[src/inc/apsc_pkg.sv]
// apsc_pkg: register map, field positions, reset values and timing counts
// for the adc/pwm synchronisation control block.
// assumes an apb slave with 32-bit data; all offsets are byte addresses.
package apsc_pkg;
   // register byte offsets
   localparam logic [7:0] OFF_CTRL   = 8'h00;
   localparam logic [7:0] OFF_DIVA   = 8'h04;
   localparam logic [7:0] OFF_DIVB   = 8'h08;
   localparam logic [7:0] OFF_PHASE  = 8'h0C;
   localparam logic [7:0] OFF_CAL    = 8'h10;
   localparam logic [7:0] OFF_SETTLE = 8'h14;
   localparam logic [7:0] OFF_PWMPER = 8'h18;
   localparam logic [7:0] OFF_DATA0  = 8'h20;  // channel n at OFF_DATA0 + 4*n
   localparam logic [7:0] OFF_PWMCFG = 8'h34;
   // control register fields
   localparam int CTL_EXT_A   = 0;
   localparam int CTL_EXT_B   = 1;
   localparam int CTL_RD_A    = 2;
   localparam int CTL_RD_B    = 3;
   localparam int CTL_EXT_MUX_SEL0    = 4;
   localparam int CTL_SYNC_A  = 7;
   localparam int CTL_SYNC_B  = 8;
   localparam int CTL_BUSYSEL = 9;
   localparam int CTRL_W      = 16;
   localparam logic [15:0] CTRL_RST = 16'h0C00;  // bank power-down bits set
   // divider keeps bits 11:6 of the written value
   localparam int DIV_LSB = 6;
   localparam int DIV_MSB = 11;
   localparam logic [11:0] DIV_RST = 12'h180;
   localparam int PHASE_W  = 7;
   localparam int SLICES   = 128;
   localparam int CAL_W    = 5;
   localparam int NCH      = 5;
   localparam int NCH_A    = 2;      // channels 0..1 bank a, 2..4 bank b
   localparam int SINC_LEN = 64;
   localparam int SINC_ACC = 19;     // 1 + 3*log2(64)
   localparam int BUSY_PERIODS = 4;
   localparam int EXT_LAT  = 2;      // cycles from start edge to latch
   // interrupt vector addresses and priorities
   localparam logic [15:0] VEC_A = 16'h0030;
   localparam logic [15:0] VEC_B = 16'h0038;
   localparam int VEC_WORDS = 4;
   localparam int PRIO_A = 1;
   localparam int PRIO_B = 3;
endpackage

[src/hw/apsc_top.sv]
// apsc_top: digital control of a two-bank sigma-delta adc: update timing,
// pwm lock with phase offset, calibration select, mux pins, busy flag.
// assumes pwm period pulse, start pin and modulator bits synchronous to clk_sys.
// Notes on behaviour
// - ctrl bit 7 locks bank a updates
// - ctrl bit 8 locks bank b independently
// - equal divider and period give per-period updates
// - seven-bit phase offset, 128 slices
// - strobe lands 128 minus offset slices later
// - phase shift only in single update mode
// - multiple rates stay locked to period pulse
// - offset counts fraction of adc period
// - results are 16-bit left-aligned two's complement
// - third-order sinc, length 64 decimation
// - five calibration bits, bit 0 channel 0
// - calibration ties channel inputs to reference
// - interrupt per bank after data update
// - no interrupt in continuous read mode
// - bank a top priority, vectors 0x30/0x38
// - ctrl bits 4-6 drive mux pins
// - settle bit 0 high while filters settle
// - ctrl bit 9 picks reported bank
// - ctrl, cal, phase writes start busy
// - selected bank divider write starts busy
// - data stays readable while busy
// - external start latches within two cycles
// - read mode refreshes at half clock
// - divider keeps bits 6 to 11
`timescale 1ns/1ps
module apsc_top (
   input  wire logic                      clk_sys,
   input  wire logic                      rst_b,
   input  wire logic                      psel,
   input  wire logic                      penable,
   input  wire logic                      pwrite,
   input  wire logic [7:0]                paddr,
   input  wire logic [31:0]               pwdata,
   output logic                           pready,
   output logic [31:0]                    prdata,
   output logic                           pslverr,
   input  wire logic                      pwm_period_pulse,
   input  wire logic                      convert_start_strobe,
   input  wire logic [4:0]                mod_bit,
   output logic                           irq_bank_a,
   output logic                           irq_bank_b,
   output logic [4:0]                     cal_tie_ref,
   output logic [4:0]                     mod_clk_en,
   output logic                           ext_mux_sel0,
   output logic                           ext_mux_sel1,
   output logic                           ext_mux_sel2
);
   // ----------------------------------------------------------------------
   // types
   // ----------------------------------------------------------------------
   typedef struct packed {
      logic [11:0] cnt;      // divide counter, counts cycles within update
      logic [11:0] sub;      // modulator rate sub-counter
      logic [1:0]  ext_pipe; // start-edge delay line
      logic        half;     // read-mode half-rate toggle
      logic        upd;      // data registers updated this cycle
      logic [2:0]  busy_n;   // remaining busy sample periods
      logic        busy;
   } apsc_bank_t;

   typedef struct packed {
      logic [15:0] ctrl;
      logic [11:0] div_a;
      logic [11:0] div_b;
      logic [6:0]  phase;
      logic [4:0]  cal;
      logic [15:0] pwm_per;
      logic        dbl_upd;
      logic        start_d;
      apsc_bank_t  ba;
      apsc_bank_t  bb;
      logic        pready;
      logic [31:0] prdata;
      logic        pslverr;
      logic        irq_a;
      logic        irq_b;
      logic [4:0]  mclk;
   } apsc_state_t;

   // ----------------------------------------------------------------------
   // reset synchroniser
   // ----------------------------------------------------------------------
   logic rst_s1_r;
   logic rst_s2_r;
   always_ff @(posedge clk_sys or negedge rst_b) begin
      if (!rst_b) begin
         rst_s1_r <= 1'b0;
         rst_s2_r <= 1'b0;
      end else begin
         rst_s1_r <= 1'b1;
         rst_s2_r <= rst_s1_r;
      end
   end

   apsc_state_t st_r;
   apsc_state_t st_nxt;
   logic [15:0] data_q [5];
   logic [15:0] filt_out [5];
   logic [4:0]  filt_dump;

   // ----------------------------------------------------------------------
   // sinc3 decimators, one per channel, dumped on its bank's update
   // ----------------------------------------------------------------------
   genvar gi;
   generate
      for (gi = 0; gi < apsc_pkg::NCH; gi++) begin : g_ch
         logic [18:0] i1_r, i2_r, i3_r, d1_r, d2_r, d3_r;
         logic [18:0] c1, c2, c3;
         logic [18:0] c3s;
         logic [18:0] inb;
         logic        tick;
         logic        dump;
         logic        alt_r;
         assign tick = st_r.mclk[gi];
         assign dump = filt_dump[gi];
         // calibration feeds a mid-scale stream; it toggles per tick, not per clock,
         // so banks with slower modulator ticks still see an even mix of ones
         assign inb = cal_tie_ref[gi] ? {18'h0, alt_r}
                                      : {18'h0, mod_bit[gi]};
         // integrators run at the modulator rate, combs at the update rate
         always_ff @(posedge clk_sys or negedge rst_s2_r) begin
            if (!rst_s2_r) begin
               i1_r <= 19'h0;
               i2_r <= 19'h0;
               i3_r <= 19'h0;
               d1_r <= 19'h0;
               d2_r <= 19'h0;
               d3_r <= 19'h0;
               alt_r <= 1'b0;
            end else begin
               if (tick) begin
                  alt_r <= ~alt_r;
                  i1_r <= i1_r + inb;
                  i2_r <= i2_r + i1_r;
                  i3_r <= i3_r + i2_r;
               end
               if (dump) begin
                  d1_r <= i3_r;
                  d2_r <= c1;
                  d3_r <= c2;
               end
            end
         end
         assign c1 = i3_r - d1_r;
         assign c2 = c1 - d2_r;
         assign c3 = c2 - d3_r;
         // mid-scale 2^17 maps to zero; full scale clips to the largest code
         assign c3s = c3 - 19'h20000;
         assign filt_out[gi] = c3[18] ? 16'h7FFF : c3s[17:2];
      end
   endgenerate

   // ----------------------------------------------------------------------
   // per-bank timing: one function serves both banks
   // ----------------------------------------------------------------------
   function automatic apsc_bank_t bank_step(
      input apsc_bank_t  b,
      input logic [11:0] div,
      input logic        ext,
      input logic        rdm,
      input logic        sync,
      input logic [6:0]  phase,
      input logic        dbl,
      input logic        pulse,
      input logic        start_edge,
      input logic        wr_busy
   );
      apsc_bank_t  n;
      logic [11:0] slice;
      logic [11:0] align;
      logic [12:0] prod;
      logic        wrap;
      n = b;
      n.upd = 1'b0;
      slice = {6'h0, div[11:6]};                  // div/64, i.e. two slices
      // start phase slices into the period so the wrap, and the strobe with it,
      // falls (128 - phase) slices after the pulse; product is 13 bits wide
      prod = 13'(slice[5:0]) * 13'(phase);
      align = (dbl || phase == 7'h0) ? 12'h0 : prod[12:1];
      wrap = (b.cnt >= div - 12'h1);
      n.cnt = wrap ? 12'h0 : b.cnt + 12'h1;
      if (sync && pulse) begin
         // realign keeps integer-multiple rates locked too
         n.cnt = (dbl ? 12'h0 : align);
      end
      n.sub = (b.sub >= {6'h0, div[11:6]} - 12'h1 || wrap) ? 12'h0 : b.sub + 12'h1;
      n.ext_pipe = {b.ext_pipe[0], start_edge};
      n.half = ~b.half;
      if (rdm) begin
         n.upd = b.half;
      end else if (ext) begin
         n.upd = b.ext_pipe[0];
      end else begin
         n.upd = wrap || (sync && pulse && align == 12'h0 && !wrap);
      end
      // busy counts update periods of this bank
      if (wr_busy) begin
         n.busy_n = 3'(apsc_pkg::BUSY_PERIODS);
         n.busy = 1'b1;
      end else if (wrap && b.busy_n != 3'h0) begin
         n.busy_n = b.busy_n - 3'h1;
         n.busy = (b.busy_n != 3'h1);
      end
      return n;
   endfunction

   // ----------------------------------------------------------------------
   // next-state logic
   // ----------------------------------------------------------------------
   logic        acc;
   logic        wr;
   logic        wr_any_cfg;
   logic        wr_a_busy;
   logic        wr_b_busy;
   logic [31:0] rd_mux;
   logic        hit;
   logic [2:0]  ch_idx;
   always_comb begin
      st_nxt = st_r;
      acc = psel && penable;
      wr = acc && pwrite;
      ch_idx = 3'(({24'h0, paddr} - {24'h0, apsc_pkg::OFF_DATA0}) >> 2);
      wr_any_cfg = wr && (paddr == apsc_pkg::OFF_CTRL || paddr == apsc_pkg::OFF_CAL
                       || paddr == apsc_pkg::OFF_PHASE);
      wr_a_busy = wr_any_cfg || (wr && paddr == apsc_pkg::OFF_DIVA
                  && !st_r.ctrl[apsc_pkg::CTL_BUSYSEL]);
      wr_b_busy = wr_any_cfg || (wr && paddr == apsc_pkg::OFF_DIVB
                  && st_r.ctrl[apsc_pkg::CTL_BUSYSEL]);
      // register writes
      if (wr) begin
         case (paddr)
            apsc_pkg::OFF_CTRL:   st_nxt.ctrl = pwdata[15:0];
            apsc_pkg::OFF_DIVA:   st_nxt.div_a = {pwdata[11:6], 6'h0};
            apsc_pkg::OFF_DIVB:   st_nxt.div_b = {pwdata[11:6], 6'h0};
            apsc_pkg::OFF_PHASE:  st_nxt.phase = pwdata[6:0];
            apsc_pkg::OFF_CAL:    st_nxt.cal = pwdata[4:0];
            apsc_pkg::OFF_PWMPER: st_nxt.pwm_per = pwdata[15:0];
            apsc_pkg::OFF_PWMCFG: st_nxt.dbl_upd = pwdata[0];
            default: ;
         endcase
      end
      st_nxt.start_d = convert_start_strobe;
      st_nxt.ba = bank_step(st_r.ba, st_r.div_a, st_r.ctrl[apsc_pkg::CTL_EXT_A],
                            st_r.ctrl[apsc_pkg::CTL_RD_A], st_r.ctrl[apsc_pkg::CTL_SYNC_A],
                            st_r.phase, st_r.dbl_upd, pwm_period_pulse,
                            convert_start_strobe && !st_r.start_d, wr_a_busy);
      st_nxt.bb = bank_step(st_r.bb, st_r.div_b, st_r.ctrl[apsc_pkg::CTL_EXT_B],
                            st_r.ctrl[apsc_pkg::CTL_RD_B], st_r.ctrl[apsc_pkg::CTL_SYNC_B],
                            st_r.phase, st_r.dbl_upd, pwm_period_pulse,
                            convert_start_strobe && !st_r.start_d, wr_b_busy);
      // modulator tick 64 times per update
      st_nxt.mclk = {{3{st_r.bb.sub == 12'h0}}, {2{st_r.ba.sub == 12'h0}}};
      // one-cycle interrupt pulses, suppressed in read mode; a outranks b
      st_nxt.irq_a = st_r.ba.upd && !st_r.ctrl[apsc_pkg::CTL_RD_A];
      st_nxt.irq_b = st_r.bb.upd && !st_r.ctrl[apsc_pkg::CTL_RD_B];
      // read mux; data stays readable at all times
      hit = 1'b1;
      case (paddr)
         apsc_pkg::OFF_CTRL:   rd_mux = {16'h0, st_r.ctrl};
         apsc_pkg::OFF_DIVA:   rd_mux = {20'h0, st_r.div_a};
         apsc_pkg::OFF_DIVB:   rd_mux = {20'h0, st_r.div_b};
         apsc_pkg::OFF_PHASE:  rd_mux = {25'h0, st_r.phase};
         apsc_pkg::OFF_CAL:    rd_mux = {27'h0, st_r.cal};
         apsc_pkg::OFF_SETTLE: rd_mux = {31'h0, st_r.ctrl[apsc_pkg::CTL_BUSYSEL]
                                         ? st_r.bb.busy : st_r.ba.busy};
         apsc_pkg::OFF_PWMPER: rd_mux = {16'h0, st_r.pwm_per};
         apsc_pkg::OFF_PWMCFG: rd_mux = {31'h0, st_r.dbl_upd};
         8'h20, 8'h24, 8'h28, 8'h2C, 8'h30:
                               rd_mux = {16'h0, data_q[ch_idx]};
         default: begin
            rd_mux = 32'h0;
            hit = 1'b0;
         end
      endcase
      // zero-wait apb: ready in the access cycle, registered on the setup cycle's closing edge
      st_nxt.pready = psel && !penable;
      st_nxt.pslverr = psel && !penable && !hit;
      if (psel && !penable) begin
         st_nxt.prdata = rd_mux;
      end
   end

   // ----------------------------------------------------------------------
   // state registers
   // ----------------------------------------------------------------------
   always_ff @(posedge clk_sys or negedge rst_s2_r) begin
      if (!rst_s2_r) begin
         st_r <= '0;
         st_r.ctrl <= apsc_pkg::CTRL_RST;
         st_r.div_a <= apsc_pkg::DIV_RST;
         st_r.div_b <= apsc_pkg::DIV_RST;
      end else begin
         st_r <= st_nxt;
      end
   end

   // data registers latch the filter output on each bank update
   assign filt_dump = {{3{st_r.bb.upd}}, {2{st_r.ba.upd}}};
   always_ff @(posedge clk_sys or negedge rst_s2_r) begin
      if (!rst_s2_r) begin
         for (int i = 0; i < 5; i++) data_q[i] <= 16'h0;
      end else begin
         for (int i = 0; i < 5; i++) begin
            if (filt_dump[i]) data_q[i] <= filt_out[i];
         end
      end
   end

   // calibration tie and mux pins follow their register bits directly
   logic [7:0] pin_r;
   always_ff @(posedge clk_sys or negedge rst_s2_r) begin
      if (!rst_s2_r) pin_r <= 8'h0;
      else pin_r <= {st_nxt.cal, st_nxt.ctrl[6:4]};
   end

   assign pready       = st_r.pready;
   assign prdata       = st_r.prdata;
   assign pslverr      = st_r.pslverr;
   assign irq_bank_a   = st_r.irq_a;
   assign irq_bank_b   = st_r.irq_b;
   assign mod_clk_en   = st_r.mclk;
   assign cal_tie_ref  = pin_r[7:3];
   assign ext_mux_sel0 = pin_r[0];
   assign ext_mux_sel1 = pin_r[1];
   assign ext_mux_sel2 = pin_r[2];

   // ----------------------------------------------------------------------
   // assertions
   // ----------------------------------------------------------------------
   property p_mux_follow;
      @(posedge clk_sys) disable iff (!rst_s2_r)
      wr && paddr == apsc_pkg::OFF_CTRL |=> ##1 ext_mux_sel0 == $past(pwdata[4], 2);
   endproperty
   a_mux_follow: assert property (p_mux_follow) else $error("mux pin mismatch");

   property p_no_irq_rd;
      @(posedge clk_sys) disable iff (!rst_s2_r)
      $past(st_r.ctrl[2]) |-> !irq_bank_a;
   endproperty
   a_no_irq_rd: assert property (p_no_irq_rd) else $error("irq in read mode");

   property p_irq_after_upd;
      @(posedge clk_sys) disable iff (!rst_s2_r)
      irq_bank_a |-> $past(st_r.ba.upd);
   endproperty
   a_irq_after_upd: assert property (p_irq_after_upd) else $error("irq without update");

   property p_busy_set;
      @(posedge clk_sys) disable iff (!rst_s2_r)
      wr && paddr == apsc_pkg::OFF_CAL |=> st_r.ba.busy && st_r.bb.busy;
   endproperty
   a_busy_set: assert property (p_busy_set) else $error("busy not set");

   property p_ext_lat;
      @(posedge clk_sys) disable iff (!rst_s2_r)
      st_r.ctrl[0] && !st_r.ctrl[2] && convert_start_strobe && !st_r.start_d
      && $stable(st_r.ctrl) |-> ##[1:2] st_r.ba.upd;
   endproperty
   a_ext_lat: assert property (p_ext_lat) else $error("external start late");

   property p_div_mask;
      @(posedge clk_sys) disable iff (!rst_s2_r)
      st_r.div_a[5:0] == 6'h0 && st_r.div_b[5:0] == 6'h0;
   endproperty
   a_div_mask: assert property (p_div_mask) else $error("divider low bits kept");

   property p_rd_half;
      @(posedge clk_sys) disable iff (!rst_s2_r)
      st_r.ctrl[2] && $past(st_r.ctrl[2], 2) && st_r.ba.upd |=> !st_r.ba.upd;
   endproperty
   a_rd_half: assert property (p_rd_half) else $error("read mode rate wrong");

   property p_settle_sel;
      @(posedge clk_sys) disable iff (!rst_s2_r)
      psel && !penable && paddr == apsc_pkg::OFF_SETTLE |=>
      prdata[0] == $past(st_r.ctrl[9] ? st_r.bb.busy : st_r.ba.busy);
   endproperty
   a_settle_sel: assert property (p_settle_sel) else $error("busy select wrong");
endmodule

[config.mk]
export PLATFORM = sky130hd
export DESIGN_NAME = apsc_top
export DESIGN_NICKNAME = d
export VERILOG_FILES = /design/src/inc/apsc_pkg.sv /design/src/hw/apsc_top.sv
export SDC_FILE = /design/constraint.sdc
export NUM_CORES = 2
export LEC_CHECK = 0
export ABC_CLOCK_PERIOD_IN_PS = 48800
export BUFFER_PORTS_ARGS = -buffer_cell sky130_fd_sc_hd__buf_2
export CAP_MARGIN = 20
export CORE_UTILIZATION = 50
export CTS_BUF_LIST = sky130_fd_sc_hd__clkbuf_16
export DETAILED_ROUTE_END_ITERATION = 16
export PLACE_DENSITY_LB_ADDON = 0.08
export SYNTH_ARGS = -nofsm -noshare
export SYNTH_HDL_FRONTEND = slang
export SYNTH_SLANG_ARGS = --single-unit
export TNS_END_PERCENT = 20
[constraint.sdc]
create_clock -name clk_sys -period 48.8 [get_ports clk_sys]
set_input_delay 4.88 -clock clk_sys [delete_from_list [all_inputs] [get_ports clk_sys]]
set_output_delay 4.88 -clock clk_sys [all_outputs]
set_load 0.05 [all_outputs]
==> results.cfg <==
[sta]
finClkSkew_ns = 0.0232
worstMarginPinSlew_ns = 1.01
tns_ns = 0
finalHoldWorstSlack_ns = 0.347
fmax_mhz = 148
fin_crit_sh = 0.139
rsz0062_at_grt = false
maxSlewHeadroom = 0.327
setup_violations = 0
finalHoldViolCount = 0
fin_crit_ns = 6.76
slew_viol_final = 0

[cts]
h-tree-depth = 3
clkSlewWorstSetupHoldPaths_ns = 0.06
cts_buffers = 96
cts_sinks = 798
cts_hold_buf = 0
postCtsSetupBuffers = 0
cts_resized = 0
root_buffer = clkbuf_16
insertion_delay_ns = 0.68
clockBufferDepth = 3
cts_tree = yes

[setup_path]
critPathKind = reg -> out
cp_max_fo = 43
end_kind = primary output
cp.required_ns = 43.92
path_delay_family = flip-flops
slowest_delay_ns = 0.78
cp-start-kind = flop
r2r_start = g_ch[2].i3_r[1]$_DFFE_PN0P_
crit_path_top_delay_cell = dfrtp_4
worst-r2r-cell-count = 24
reg2reg_slack_ns = 42.44
arrival_ns = 1.88
reg2reg_to = data_q[44]$_DFFE_PN0P_
path_buf_inv = 1
worstPathCellList = buf_2

[synth]
syn_area_mm2 = 0.0554
yosys.cell_types.count = 84
synth_xor_area_frac = 0.0776
ys_seq_area_frac = 0.361
synth_edf_count = 0
synth.mux.area_fraction = 0.0575
synth_warnings = 0
synth_most_common_cell = dfrtp_1
yosysTopAreaCellShare = 0.358
synth_top_family_by_area = compound AO/OA/AOI/OAI gates
avgSynthCellArea_um2 = 9.24
yosys-top-cells-area = dfrtp_1 (36%), ha_1 (12%), xnor2_1 (5.5%), mux2_2 (4.8%), o21ai_0 (4.1%)
synth_adder_area_share = 0.146
synth_compound_area_frac = 0.161
synth-main-ff-cell = dfrtp_1
synthSimpleGateAreaFrac = 0.146
synth_common_cells = dfrtp_1 (792), nand2_1 (559), ha_1 (547), inv_1 (488), o21ai_0 (455)
synth_top_area_cell = dfrtp_1
async_reset_ff_frac = 1.00
netlist_instances = 5996
synth-seq-cells = 798

[grt]
grt_max_degree = 205
antenna_found_initial = 0
grt_overflow = 0
grt_pass1_wl_um = 200000
gr-usage-all-layers = 0.213
grt_pass1_vias = 39749

[layout]
drive_above_1_share = 0.0888
n_antenna_cell = 0
utilization = 0.548
syn2layout_area_growth_pct = 8.18
final_cell_area_mm2 = 0.0599
layout.nets = 6655
final_cells = 7546

[placed_design]
dpl.cell_count = 7372
gp_congestion = 0.819
placed_cell_area_mm2 = 0.0569
dp_hpwl_um = 84800
portBuffers = 68

[floorplan]
initial_core_util = 0.507
die_w_um = 335
num_io_pins = 101
die_area_mm2 = 0.112
die_y_um = 335
std_cell_rows = 121
core_area_mm2 = 0.109

[detailed_routing]
vias = 41032
final_antenna_net_count = 0
routed_via_density = 5.44
wl_um = 117000
drt_iter0_drc = 2020
first_pass_iters = 5
drc = 0
routedWlPerCell_um = 15.5

[power]
ir_worst_vdd_uv = 27.1
total_leakage_power_uw = 0.0289
cellPowerDensity_mw_per_mm2 = 37.3

[worst_hold_path]
hold_depth = 0
hold_path_end = rst_s2_r$_DFF_PN0_
min_path_type = reg -> reg
worstHoldStart = rst_s1_r$_DFF_PN0_

[status]
status = finished clean

[flow_run]
drv_cap = 0
## metrics by stage
stage	total power, uW	setup WS, ns
finish	2240	42.04
detailed placement	1570	41.51
global placement	1560	41.51
global route	2400	41.87
CTS	2270	41.98
floorplan	1390	24.92
## flip-flops by register name (all words and copies together), names as in the netlist, 2 cells and up
register	count
st_r	108
g_ch.d1_r	95
g_ch.d2_r	95
g_ch.d3_r	95
g_ch.i1_r	95
g_ch.i2_r	95
g_ch.i3_r	95
data_q	80
prdata	16
pin_r	8
g_ch.alt_r	5
g_ch.dump	2
mod_clk_en	2
## placed cells by master (no fill, tap or decap), types with 72 or more instances in the layout
cell,n
nor2_1,416
nand2_1,559
ha_1,547
a21o_1,113
nor3_1,116
xor2_1,127
clkbuf_16,97
and2_1,96
a21oi_1,277
nand3_1,150
dfrtp_1,787
inv_1,515
mux2_2,238
nor2b_1,74
a31oi_1,72
xnor2_1,347
o21ai_0,455
o21a_1,72
## logic make-up (layout without fill, tap and decap cells)
kind of cell,Yosys count,after routing
buffers and inverters,709,768
adder cells (fa/ha/maj),609,609
XOR/XNOR,481,481
AO/OA/AOI/OAI,1405,1405
multiplexers,272,272
flip-flops,798,798
AND/OR/NAND/NOR,1720,1720
other,2,17
## report_power, final
group	leakage (uW)	internal (uW)	total, uW	switching [uW]
clock	0.00156	391	681	291
combinational	0.0170	323	766	443
sequential	0.0103	741	790	48.3
total	0.0289	1460	2240	782
## worst max path at each step
stage / from / to / slack, ns / cells past startpoint
3_5_place_dp: paddr[3] / st_r[119]$_DFFE_PN0P_ / 41.51 / 5
5_1_grt: g_ch[0].d1_r[1]$_DFFE_PN0P_ / data_q[67]$_DFFE_PN0P_ / 41.87 / 29
2_1_floorplan: rst_s2_r$_DFF_PN0_ / data_q[0]$_DFFE_PN0P_ / 24.92 / 0
6_report: mod_clk_en[2]$_DFF_PN0_ / mod_clk_en[4] / 42.04 / 1
4_1_cts: mod_clk_en[2]$_DFF_PN0_ / mod_clk_en[4] / 41.98 / 1
3_3_place_gp: paddr[3] / st_r[117]$_DFFE_PN0P_ / 41.51 / 5
## per-layer routing
layer,track usage,part of all wire,vias up
met4,0.0579,0.025,0
met3,0.0253,0.024,159
met2,0.351,0.46,375
met5,0,0,-
met1,0.295,0.49,19513
li1,-,-,20985
## area by class of cell
type                            instances  area, um^2
Clock buffer                           97        2430
Clock inverter                         77         541
Fill cell                            9977       49400
Inverter                              492        1850
Multi-Input combinational cell       4504       32600
Sequential cell                       798       20000
Tap cell                             1476        1850
Timing Repair Buffer                  102         621
Note: power is estimated with default switching activity, not from simulation.
